--- config.mk ---
export PLATFORM = sky130hd
export DESIGN_NAME = rbm_mapper
export DESIGN_NICKNAME = d
export VERILOG_FILES = /design/src/rtl/rbm_pkg.sv /design/src/rtl/rbm_mapper.sv
export SDC_FILE = /design/constraint.sdc
export NUM_CORES = 1
export LEC_CHECK = 0
export BUFFER_PORTS_ARGS = -buffer_cell sky130_fd_sc_hd__buf_2
export CAP_MARGIN = 30
export CORE_MARGIN = 3
export CORE_UTILIZATION = 45
export CTS_BUF_LIST = sky130_fd_sc_hd__clkbuf_8
export CTS_CLUSTER_SIZE = 24
export DETAILED_ROUTE_END_ITERATION = 10
export GPL_TIMING_DRIVEN = 0
export HOLD_SLACK_MARGIN = 0.02
export PLACE_DENSITY = 0.82
export REMOVE_ABC_BUFFERS = 1
export SLEW_MARGIN = 40
export SYNTH_ARGS = -nofsm -noshare
export SYNTH_HDL_FRONTEND = slang
export SYNTH_SLANG_ARGS = --single-unit
--- constraint.sdc ---
create_clock -name pclk -period 2 [get_ports pclk]
set_input_delay 0.2 -clock pclk [delete_from_list [all_inputs] [get_ports pclk]]
set_output_delay 0.2 -clock pclk [all_outputs]
set_load 0.005 [all_outputs]
--- src/rtl/rbm_pkg.sv ---
// constants, register map and mapping helpers for the rom bank mapper
// ****************************************************************
// ****************************************************************
package rbm_pkg;

  // ****************************************************************
  // timing
  // ****************************************************************
  localparam int CLK_PERIOD_NS = 40;
  localparam int EXT_ACCESS_NS = 120;
  // least time rounds up to whole cycles
  localparam int ACC_CYC = (EXT_ACCESS_NS + CLK_PERIOD_NS - 1) / CLK_PERIOD_NS;
  localparam int SYNC_STAGES = 2;
  localparam logic [3:0] EXT_WAIT = 4'(ACC_CYC + SYNC_STAGES);
  localparam logic [3:0] INT_WAIT = 4'h1;

  // ****************************************************************
  // register map (index; byte address is four times the index)
  // ****************************************************************
  localparam int APB_AW = 12;
  localparam logic [9:0] IDX_PROG_BANK = 10'h031;
  localparam logic [9:0] IDX_DATA_BANK = 10'h032;
  localparam logic [9:0] IDX_MAP_STATUS = 10'h033;
  localparam logic [7:0] BANK_RESET = 8'h00;

  // ****************************************************************
  // address layout
  // ****************************************************************
  localparam int BANK_W = 8;
  localparam int PHYS_W = 23;
  localparam int EXT_AW = 22;
  localparam int ROM_AW = 21;
  localparam logic [1:0] PROG_WIN_TAG = 2'h1;
  localparam logic [1:0] REGION_ROM = 2'h0;
  localparam logic INT_ENABLED = 1'b1;
  localparam logic ARR_SINGLE = 1'b1;
  localparam logic [EXT_AW-1:0] EXT_ADDR_IDLE = 22'h3fffff;

  // true when the cpu address lies in a banked window
  function automatic logic in_window(input logic [15:0] a);
    return a[15] || (a[15:14] == PROG_WIN_TAG);
  endfunction : in_window

  // expand a cpu address through the bank registers
  function automatic logic [PHYS_W-1:0] phys_of(input logic [15:0] a,
                                                input logic [7:0] pb,
                                                input logic [7:0] db);
    if (a[15]) begin
      return {db, a[14:0]};
    end
    return {1'b0, pb, a[13:0]};
  endfunction : phys_of

endpackage : rbm_pkg

--- src/rtl/rbm_mapper.sv ---
// rom bank registers and internal/external memory routing
`timescale 1ns/1ns
module rbm_mapper
  import rbm_pkg::*;
(
  // clock and reset
  input wire logic pclk,
  input wire logic presetn,
  // apb slave
  input wire logic psel,
  input wire logic penable,
  input wire logic pwrite,
  input wire logic [APB_AW-1:0] paddr,
  input wire logic [31:0] pwdata,
  output logic [31:0] prdata,
  output logic pready,
  output logic pslverr,
  // cpu access port
  input wire logic cpu_req,
  input wire logic cpu_we,
  input wire logic [15:0] cpu_addr,
  input wire logic [7:0] cpu_wdata,
  output logic [7:0] cpu_rdata,
  output logic cpu_done,
  output logic cpu_busy,
  // internal rom
  output logic rom_en,
  output logic [ROM_AW-1:0] rom_addr,
  input wire logic [7:0] rom_rdata,
  // configuration pins
  input wire logic internal_memory_select,
  input wire logic chip_select_arrangement,
  // external memory pins
  output logic [EXT_AW-1:0] ext_addr,
  output logic ext_a22_lower_half_chip_select,
  output logic ext_chip_select_upper_half,
  output logic ext_rw,
  input wire logic [7:0] ext_data_in,
  output logic [7:0] ext_data_out,
  output logic ext_data_oe
);

  typedef enum logic [1:0] {
    ST_IDLE = 2'b00,
    ST_DRIVE = 2'b01
  } rbm_state_e;

  // ****************************************************************
  // pin synchronisers
  // ****************************************************************
  logic [9:0] sync1_ff, sync2_ff;
  logic int_sel_s, arr_s;
  logic [7:0] ext_data_s;

  // first stage feeds only the second stage
  always_ff @(posedge pclk or negedge presetn) begin
    if (!presetn) begin
      sync1_ff <= 10'h000;
      sync2_ff <= 10'h000;
    end else begin
      sync1_ff <= {internal_memory_select, chip_select_arrangement,
                   ext_data_in};
      sync2_ff <= sync1_ff;
    end
  end
  assign int_sel_s = sync2_ff[9];
  assign arr_s = sync2_ff[8];
  assign ext_data_s = sync2_ff[7:0];

  // ****************************************************************
  // apb register file
  // ****************************************************************
  logic [7:0] prog_bank_ff, nxt_prog_bank, data_bank_ff, nxt_data_bank;
  logic [31:0] prdata_ff, nxt_prdata;
  logic pready_ff, nxt_pready, pslverr_ff, nxt_pslverr;
  logic [9:0] reg_idx;
  logic apb_acc, apb_done;
  logic [31:0] status_word;

  assign reg_idx = paddr[APB_AW-1:2];
  assign apb_acc = psel && penable;
  // one wait state keeps prdata and pready straight from flops
  assign apb_done = apb_acc && pready_ff;

  // next values for the bus slave and bank registers
  always_comb begin
    nxt_prog_bank = prog_bank_ff;
    nxt_data_bank = data_bank_ff;
    nxt_pready = apb_acc && !pready_ff;
    nxt_prdata = prdata_ff;
    nxt_pslverr = 1'b0;
    if (apb_acc && !pready_ff) begin
      nxt_prdata = 32'h0000_0000;
      case (reg_idx)
        IDX_PROG_BANK: nxt_prdata = {24'h000000, prog_bank_ff};
        IDX_DATA_BANK: nxt_prdata = {24'h000000, data_bank_ff};
        IDX_MAP_STATUS: nxt_prdata = status_word;
        default: nxt_pslverr = 1'b1; // unmapped address
      endcase
    end
    if (apb_done && pwrite) begin
      // bank numbers used verbatim
      if (reg_idx == IDX_PROG_BANK) begin
        nxt_prog_bank = pwdata[7:0];
      end
      if (reg_idx == IDX_DATA_BANK) begin
        nxt_data_bank = pwdata[7:0];
      end
    end
  end

  // reset gives a known bank even though software must set it anyway
  always_ff @(posedge pclk or negedge presetn) begin
    if (!presetn) begin
      prog_bank_ff <= BANK_RESET;
      data_bank_ff <= BANK_RESET;
      prdata_ff <= 32'h0000_0000;
      pready_ff <= 1'b0;
      pslverr_ff <= 1'b0;
    end else begin
      prog_bank_ff <= nxt_prog_bank;
      data_bank_ff <= nxt_data_bank;
      prdata_ff <= nxt_prdata;
      pready_ff <= nxt_pready;
      pslverr_ff <= nxt_pslverr;
    end
  end
  assign prdata = prdata_ff;
  assign pready = pready_ff;
  assign pslverr = pslverr_ff;

  // ****************************************************************
  // access sequencer
  // ****************************************************************
  rbm_state_e state_ff, nxt_state;
  logic [3:0] cnt_ff, nxt_cnt;
  logic [PHYS_W-1:0] phys_ff, nxt_phys, req_phys;
  logic we_ff, nxt_we, route_int_ff, nxt_route_int, arr_ff, nxt_arr;
  logic [7:0] rdata_ff, nxt_rdata, dout_ff, nxt_dout;
  logic done_ff, nxt_done, rom_en_ff, nxt_rom_en, doe_ff, nxt_doe;
  logic [ROM_AW-1:0] rom_addr_ff, nxt_rom_addr;
  logic [EXT_AW-1:0] ea_ff, nxt_ea;
  logic pin_a22_ff, nxt_pin_a22, pin_cs_ff, nxt_pin_cs, rw_ff, nxt_rw;
  logic accept, req_int, busy_ff, nxt_busy;

  // a request outside the banked windows is not ours and is ignored
  assign accept = (state_ff == ST_IDLE) && cpu_req && in_window(cpu_addr);
  assign req_phys = phys_of(cpu_addr, prog_bank_ff, data_bank_ff);
  // only the lowest 2M region can be served by the rom
  assign req_int = (int_sel_s == INT_ENABLED) &&
                   (req_phys[PHYS_W-1:ROM_AW] == REGION_ROM);

  // next values for the sequencer and the external bus
  always_comb begin
    nxt_state = state_ff;
    nxt_cnt = cnt_ff;
    nxt_phys = phys_ff;
    nxt_we = we_ff;
    nxt_route_int = route_int_ff;
    nxt_arr = arr_ff;
    nxt_rdata = rdata_ff;
    nxt_dout = dout_ff;
    nxt_done = 1'b0;
    nxt_rom_en = 1'b0;
    nxt_rom_addr = rom_addr_ff;
    nxt_doe = doe_ff;
    nxt_ea = ea_ff;
    nxt_pin_a22 = pin_a22_ff;
    nxt_pin_cs = pin_cs_ff;
    nxt_rw = rw_ff;
    case (state_ff)
      ST_IDLE: begin
        if (accept) begin
          nxt_state = ST_DRIVE;
          nxt_phys = req_phys;
          nxt_we = cpu_we;
          nxt_arr = arr_s;
          nxt_route_int = req_int;
          if (req_int) begin
            // rom read; a write to rom simply completes
            nxt_cnt = INT_WAIT;
            nxt_rom_en = !cpu_we;
            nxt_rom_addr = req_phys[ROM_AW-1:0];
          end else begin
            nxt_cnt = EXT_WAIT;
            nxt_ea = req_phys[EXT_AW-1:0];
            nxt_rw = !cpu_we;
            nxt_doe = cpu_we;
            nxt_dout = cpu_wdata;
            if (arr_s == ARR_SINGLE) begin
              nxt_pin_cs = 1'b0;
              nxt_pin_a22 = req_phys[PHYS_W-1];
            end else begin
              nxt_pin_a22 = req_phys[PHYS_W-1];
              nxt_pin_cs = !req_phys[PHYS_W-1];
            end
          end
        end
      end
      ST_DRIVE: begin
        nxt_cnt = cnt_ff - 4'h1;
        if (cnt_ff == 4'h1) begin
          // data read through the synchroniser, hence the extra wait
          nxt_rdata = route_int_ff ? rom_rdata : ext_data_s;
          nxt_done = 1'b1;
          nxt_state = ST_IDLE;
          nxt_ea = EXT_ADDR_IDLE;
          nxt_pin_a22 = 1'b1;
          nxt_pin_cs = 1'b1;
          nxt_rw = 1'b1;
          nxt_doe = 1'b0;
        end
      end
      default: nxt_state = ST_IDLE;
    endcase
    nxt_busy = (nxt_state == ST_DRIVE);
  end

  // bus idles high so external chips stay deselected
  always_ff @(posedge pclk or negedge presetn) begin
    if (!presetn) begin
      state_ff <= ST_IDLE;
      cnt_ff <= 4'h0;
      phys_ff <= 23'h000000;
      we_ff <= 1'b0;
      route_int_ff <= 1'b0;
      arr_ff <= 1'b0;
      rdata_ff <= 8'h00;
      dout_ff <= 8'h00;
      done_ff <= 1'b0;
      rom_en_ff <= 1'b0;
      rom_addr_ff <= 21'h000000;
      doe_ff <= 1'b0;
      ea_ff <= EXT_ADDR_IDLE;
      pin_a22_ff <= 1'b1;
      pin_cs_ff <= 1'b1;
      rw_ff <= 1'b1;
      busy_ff <= 1'b0;
    end else begin
      state_ff <= nxt_state;
      cnt_ff <= nxt_cnt;
      phys_ff <= nxt_phys;
      we_ff <= nxt_we;
      route_int_ff <= nxt_route_int;
      arr_ff <= nxt_arr;
      rdata_ff <= nxt_rdata;
      dout_ff <= nxt_dout;
      done_ff <= nxt_done;
      rom_en_ff <= nxt_rom_en;
      rom_addr_ff <= nxt_rom_addr;
      doe_ff <= nxt_doe;
      ea_ff <= nxt_ea;
      pin_a22_ff <= nxt_pin_a22;
      pin_cs_ff <= nxt_pin_cs;
      rw_ff <= nxt_rw;
      busy_ff <= nxt_busy;
    end
  end

  // status word: busy, route, region, synced strap levels
  assign status_word = {26'h0000000, arr_s, int_sel_s,
                        phys_ff[PHYS_W-1:ROM_AW], route_int_ff,
                        state_ff == ST_DRIVE};

  // ****************************************************************
  // outputs
  // ****************************************************************
  assign cpu_rdata = rdata_ff;
  assign cpu_done = done_ff;
  assign cpu_busy = busy_ff;
  assign rom_en = rom_en_ff;
  assign rom_addr = rom_addr_ff;
  assign ext_addr = ea_ff;
  assign ext_a22_lower_half_chip_select = pin_a22_ff;
  assign ext_chip_select_upper_half = pin_cs_ff;
  assign ext_rw = rw_ff;
  assign ext_data_out = dout_ff;
  assign ext_data_oe = doe_ff;

  // ****************************************************************
  // checks
  // ****************************************************************
  localparam int EXT_LAT = ACC_CYC + SYNC_STAGES + 1;
  localparam int INT_LAT = 2;
endmodule : rbm_mapper

==> qor.yml, run 1 <==
start_util_pct: 46.5
antenna_cells: 0
max_slew.worst_pin.slew_ns: 0.787
wl_per_cell_um: 17.8
die_area_um2: 12700
die_w_um: 113
grt_antenna_before_repair: 1
grt_pass1_wl_mm: 21.5
first_global_vias: 4176
critPathArrivalTime_ns: 2.26
layout.nets: 693
final_cells: 751
powerDensity_nw_per_um2: 1070
totalWireLength_mm: 13.4
hp-class: "in2reg"
slowest_stage: "dfrtp_1"
vias: 3899
worstPathRequired_ns: 2.31
synth_compound_area_share_pct: 11.3
path_cells: "nor2_1, o211a_4, and2_4, mux2_2"
synth_top_family_by_area: "multiplexers"
numCtsBuffers: 17
overflow: 0
drc: 0
slew_headroom_pct: 47.5
hpwl_mm: 8.06
fin_skew_ns: 0.0103
drt-pass1-iter-count: 6
synth_adder_area_share_pct: 0.490
min_period_ns: 1.94
clock-root-buffer: "clkbuf_8"
ir_worst_vdd_mv: 0.627
worstPathMaxFanout: 17
synth_edf_count: 0
syn_to_final_growth_pct: 33.9
synthesis.area_um2: 5110
p_leak_uw: 0.00324
slowest_delay_ns: 0.42
worst-setup-path-type: "reg2reg"
startpoint_type: "register"
htreeDepth: 4
max_freq_mhz: 515
gp_congestion: 0.728
dp_cells: 666
final_antenna_net_count: 0
yosysMostFrequentCell: "dfrtp_1"
drtIter0Drc: 210
yosys.area.top_type_share_pct: 47.0
ff2ff_setup_slack_ns: 0.06
final_hold_viol_count: 0
grt_max_degree: 76
vias_per_cell: 5.19
yosys.area.top_type: "dfrtp_1"
port_buffers: 142
design.core.area_um2: 11000
cts_tree: "yes"
synthSimpleGateAreaFrac_pct: 6.93
setup_viol: 0
crit_buf_inv: 0
drive_gt1_share_pct: 45.7
synth.distinct_cells: 45
synth_common_cells: "dfrtp_1 (96), mux2_2 (55), a21oi_1 (36), nor2_1 (33)"
yosys_most_used_dff: "dfrtp_1"
synthMuxAreaShare_pct: 14.5
postSynthCellCount: 408
p_total_uw: 7350
ys_seq_area_share_pct: 59.9
cts_buffer_depth: 2
cpLargestDelayFamily: "simple AND/OR/NAND/NOR gates"
cts_sinks: 121
fin_crit_sh_pct: 97.0
status: "finished clean"
synth-xor-area-share_pct: 0.172
slew_viol_final: 0
drv_cap: 0
clk_latency_ns: 0.43
num_rows: 38
fp.dieH_um: 113
holdWs_ns: 0.0444
ys.warnings.count: 0
clk_pin_slew_ns: 0.07
fin_tns_setup_ns: 0
avgSynthCellArea_um2: 12.5
synthArstFlopShare_pct: 100
grtUsageTotal_pct: 21.6
worst_setup_path_end_kind: "register"
netlist_top_cells_area: "dfrtp_1 (47%), dfstp_2 (13%), mux2_2 (12%), buf_4 (3.7%), a21oi_1 (3.5%)"
ys_seq_elements: 121
ios: 193
-- layout make-up --
class,instances,area (µm²)
sequential,121,3060
inverter,5,18.8
timing repair buffer,195,1290
fill,863,4150
clock buffer,21,289
multi-input combinational,258,1870
tap,140,175
clock inverter,11,130
-- sequential cells by signal (all words and copies together) (netlist names), 10 cells and up --
| signal | count |
|---|---|
| sync1_ff | 10 |
| ext_addr | 22 |
| sync2_ff | 10 |
| rom_addr | 21 |
-- per-layer routing --
layer,wire length [µm],GRT usage [%],vias to the layer above
li1,-,-,1774
met1,5340,25.9,1935
met2,6820,36.6,156
met3,890,6.42,32
met4,315,8.97,2
met5,13,0,-
-- worst register-to-register path, stage by stage (launching register included) --
cell and delay (ns):
dfrtp_1 0.42, nor2_1 0.30, o211a_4 0.37, and2_4 0.36
mux2_2 0.38
-- metrics by stage --
| stage | util [%] | area, µm² | setup WS, ns |
|---|---|---|---|
| after floorplan | - | 4880 | -0.729 |
| after global placement | 52.5 | 5760 | -1.89 |
| after detailed placement | 53.4 | 5870 | -0.685 |
| after CTS | 62.0 | 6810 | 0.0823 |
| after global routing | 62.3 | 6840 | -0.00853 |
| final | 62.3 | 6840 | 0.0594 |
-- cell usage in the layout, fill, tap and decap left out, types with 3 or more instances in the layout --
| cell | instances |
|---|---|
| nor2b_1 | 3 |
| mux2i_1 | 9 |
| bufinv_16 | 3 |
| o21ai_0 | 12 |
| dlygate4sd3_1 | 41 |
| buf_4 | 6 |
| conb_1 | 25 |
| nand2_1 | 13 |
| o31ai_1 | 3 |
| inv_1 | 9 |
| buf_2 | 142 |
| clkbuf_8 | 21 |
| nor3_1 | 3 |
| a21oi_1 | 36 |
| a211oi_1 | 23 |
| nor2_1 | 33 |
| dfrtp_1 | 96 |
| a22oi_1 | 7 |
| dfstp_2 | 25 |
| mux2_2 | 55 |
-- final timing paths --
kind	start	to	cells past startpoint
max	state_ff[1]	ext_data_out[1]	4
min	pwdata[7]	prog_bank_ff[7]	2
max reg2reg	state_ff[1]	ext_data_out[1]	4
min reg2reg	sync1_ff[4]	sync2_ff[4]	0
max in group asynchronous	presetn	ext_chip_select_upper_half	3
min in group asynchronous	presetn	rom_addr[8]	2
-- cell families after synthesis --
family / after synthesis
compound gates: 92
xor+xnor: 1
simple gates: 68
flops: 121
fa+ha+maj: 2
other cells: 1
buf+inv: 57
mux: 66
-- power by group --
part	internal [µW]	switching [µW]
clock	1340	941
sequential	3120	323
combinational	838	779
-- repair_timing --
| action | 4_1_cts | 5_1_grt |
|---|---|---|
| endpoints found under the hold margin | 94 | 0 |
| resized for setup | 3 | 2 |
| pin swaps | 4 | 2 |
| cloned | 3 | 1 |
| setup buffers | 7 | 1 |
| setup endpoints to repair | 55 | 36 |
| hold buffers | 41 | 0 |
No activity file was read; power rests on OpenSTA's default activity.
==> run 2: changes to the inputs <==
CELL_PAD_IN_SITES_DETAIL_PLACEMENT = 0   (was not set)
CELL_PAD_IN_SITES_GLOBAL_PLACEMENT = 1   (was not set)
CORE_UTILIZATION = 39   (was 45)
PLACE_DENSITY = 0.9   (was 0.82)
==> run 2 against run 1 <==
  * Register-to-register slack gained 0.03 ns
  * Critical endpoint is now ext_data_out[4]
  * Highest routed layer is now met4
  * Count of clock-buffer cells in the layout grew 2
  * Die area grew 15%
  * Clock power shrank 3%
  * Sequential cell count unchanged
  * Sequential share of layout area decreased by 0.17 points
==> qor.yml, run 2 (synthesis gave the netlist of run 1 again) <==
fp.dieH_um: 120
drtIter0Drc: 177
fin_area_um2: 6860
cts_sinks: 121
clkPwrFrac_pct: 30.4
setup_viol: 0
r2r_end: "ext_data_out[4]"
vias: 3882
syn_to_final_growth_pct: 34.4
p_total_uw: 7250
path_depth: 4
wl_per_cell_um: 17.1
slew_viol_final: 0
gp_congestion: 0.786
r2r-start: "state_ff[1]"
antenna_cells: 0
fillers: 1122
path_cells: "nor2_2, o211a_4, and2_4, mux2_2"
drive_gt1_share_pct: 45.8
min_to: "cpu_rdata[0]"
postPlaceCellArea_um2: 5920
drc: 0
vias_per_cell: 4.97
clk_latency_ns: 0.43
slowest_delay_ns: 0.43
hp-class: "in2reg"
rsz0062_at_grt: "no"
htreeDepth: 4
final_hold_viol_count: 0
final_antenna_net_count: 0
totalWireLength_mm: 13.4
cts_buffer_depth: 2
final_cells: 781
startpoint_type: "register"
design.core.area_um2: 12700
die_area_um2: 14500
worst-setup-path-type: "reg2reg"
grt_antenna_before_repair: 0
start_util_pct: 40.1
powerDensity_nw_per_um2: 1060
ios: 193
grt_max_degree: 64
layout_common_cells: "buf_2 (142), dfrtp_1 (96), mux2_2 (55), dlygate4sd3_1 (42), a21oi_1 (36)"
clock-root-buffer: "clkbuf_8"
fin_skew_ns: 0.0137
grtUsageTotal_pct: 19.2
fin_tns_setup_ns: 0
worstPathRequired_ns: 2.31
hold_path_startpoint: "rom_rdata[0]"
worst_setup_path_end_kind: "register"
min_period_ns: 1.91
dp_cells: 698
drt-pass1-iter-count: 4
ir_worst_vdd_mv: 0.618
hold_depth: 3
layout.nets: 691
max_slew.worst_pin.slew_ns: 0.836
power.switching_uw: 2000
critPathArrivalTime_ns: 2.22
worstPathMaxFanout: 28
ff2ff_setup_slack_ns: 0.09
overflow: 0
drv_cap: 0
grt_pass1_wl_mm: 21.5
p_sw_share_pct: 27.6
p_int_uw: 5250
layout_commonest_cell: "buf_2"
clk_pin_slew_ns: 0.07
status: "finished clean"
combPwrFrac_pct: 22.3
largest_reg_flops: 22
num_rows: 41
slew_headroom_pct: 44.1
p_leak_uw: 0.00323
numCtsBuffers: 17
hpwl_mm: 8.39
slowest_stage: "dfrtp_1"
cpLargestDelayFamily: "simple AND/OR/NAND/NOR gates"
max_freq_mhz: 524
r2r_cells: 4
p_seq_share_pct: 47.3
port_buffers: 142
fin_crit_sh_pct: 95.4
cts_tree: "yes"
die_w_um: 120
first_global_vias: 4192
crit_buf_inv: 0
[run 2: cell type report]
cell class | count | area [µm²] | share of cell area, %
Clock buffer | 23 | 317 | 4.61
Clock inverter | 9 | 95.1 | 1.39
Inverter | 5 | 18.8 | 0.273
Multi-Input combinational cell | 257 | 1860 | 27.1
Sequential cell | 121 | 3060 | 44.6
Tap cell | 172 | 215 | 3.14
Timing Repair Buffer | 194 | 1300 | 18.9
[run 2: stage by stage]
step / util (%) / setup WS [ns] / hold slack [ns]
floorplan: - / -0.729 / -0.0956
global placement: 45.6 / -2.01 / 0.308
detailed placement: 46.5 / -0.611 / 0.159
CTS: 53.9 / 0.0513 / 0.0372
global route: 54.0 / 0.00889 / 0.0650
finish: 54.0 / 0.0922 / 0.0647
[run 2: how the worst max path moves through the flow]
stage	from	endpoint
5_1_grt	pready	prog_bank_ff[2]
2_1_floorplan	state_ff[1]	ext_data_oe
4_1_cts	cnt_ff[1]	ext_addr[11]
6_report	state_ff[1]	ext_data_out[4]
3_5_place_dp	cpu_addr[15]	ext_data_out[0]
3_3_place_gp	state_ff[1]	ext_data_oe
[run 2: power groups by stage]
stage | logic (µW) | clock network [µW] | registers (µW)
finish | 1620 | 2210 | 3430
global route | 1800 | 2390 | 3500
CTS | 1630 | 2270 | 3430
detailed placement | 1530 | 0 | 3460
global placement | 1450 | 0 | 3430
floorplan | 651 | 0 | 3480
[run 2: routing by layer]
| layer | global-route usage (%) | vias up | wire [µm] |
|---|---|---|---|
| met2 | 31.6 | 172 | 6620 |
| met3 | 6.41 | 19 | 909 |
| met4 | 7.51 | 0 | 241 |
| met5 | 0 | - | 0 |
| met1 | 23.3 | 1916 | 5600 |
| li1 | - | 1775 | - |
[run 2: timing repair]
item                                    4_1_cts  5_1_grt
endpoints found under the hold margin       118        0
hold buffers                                 42        0
resized for setup                             3        2
pin swaps                                     4        1
setup buffers                                 5        1
cloned                                        3        0
endpoints found under the setup margin       55       35
[run 2: worst register-to-register path, cell delays in order, from the launching register on]
cell and delay (ns):
dfrtp_1 0.43, nor2_2 0.17, o211a_4 0.42, and2_4 0.40, mux2_2 0.38
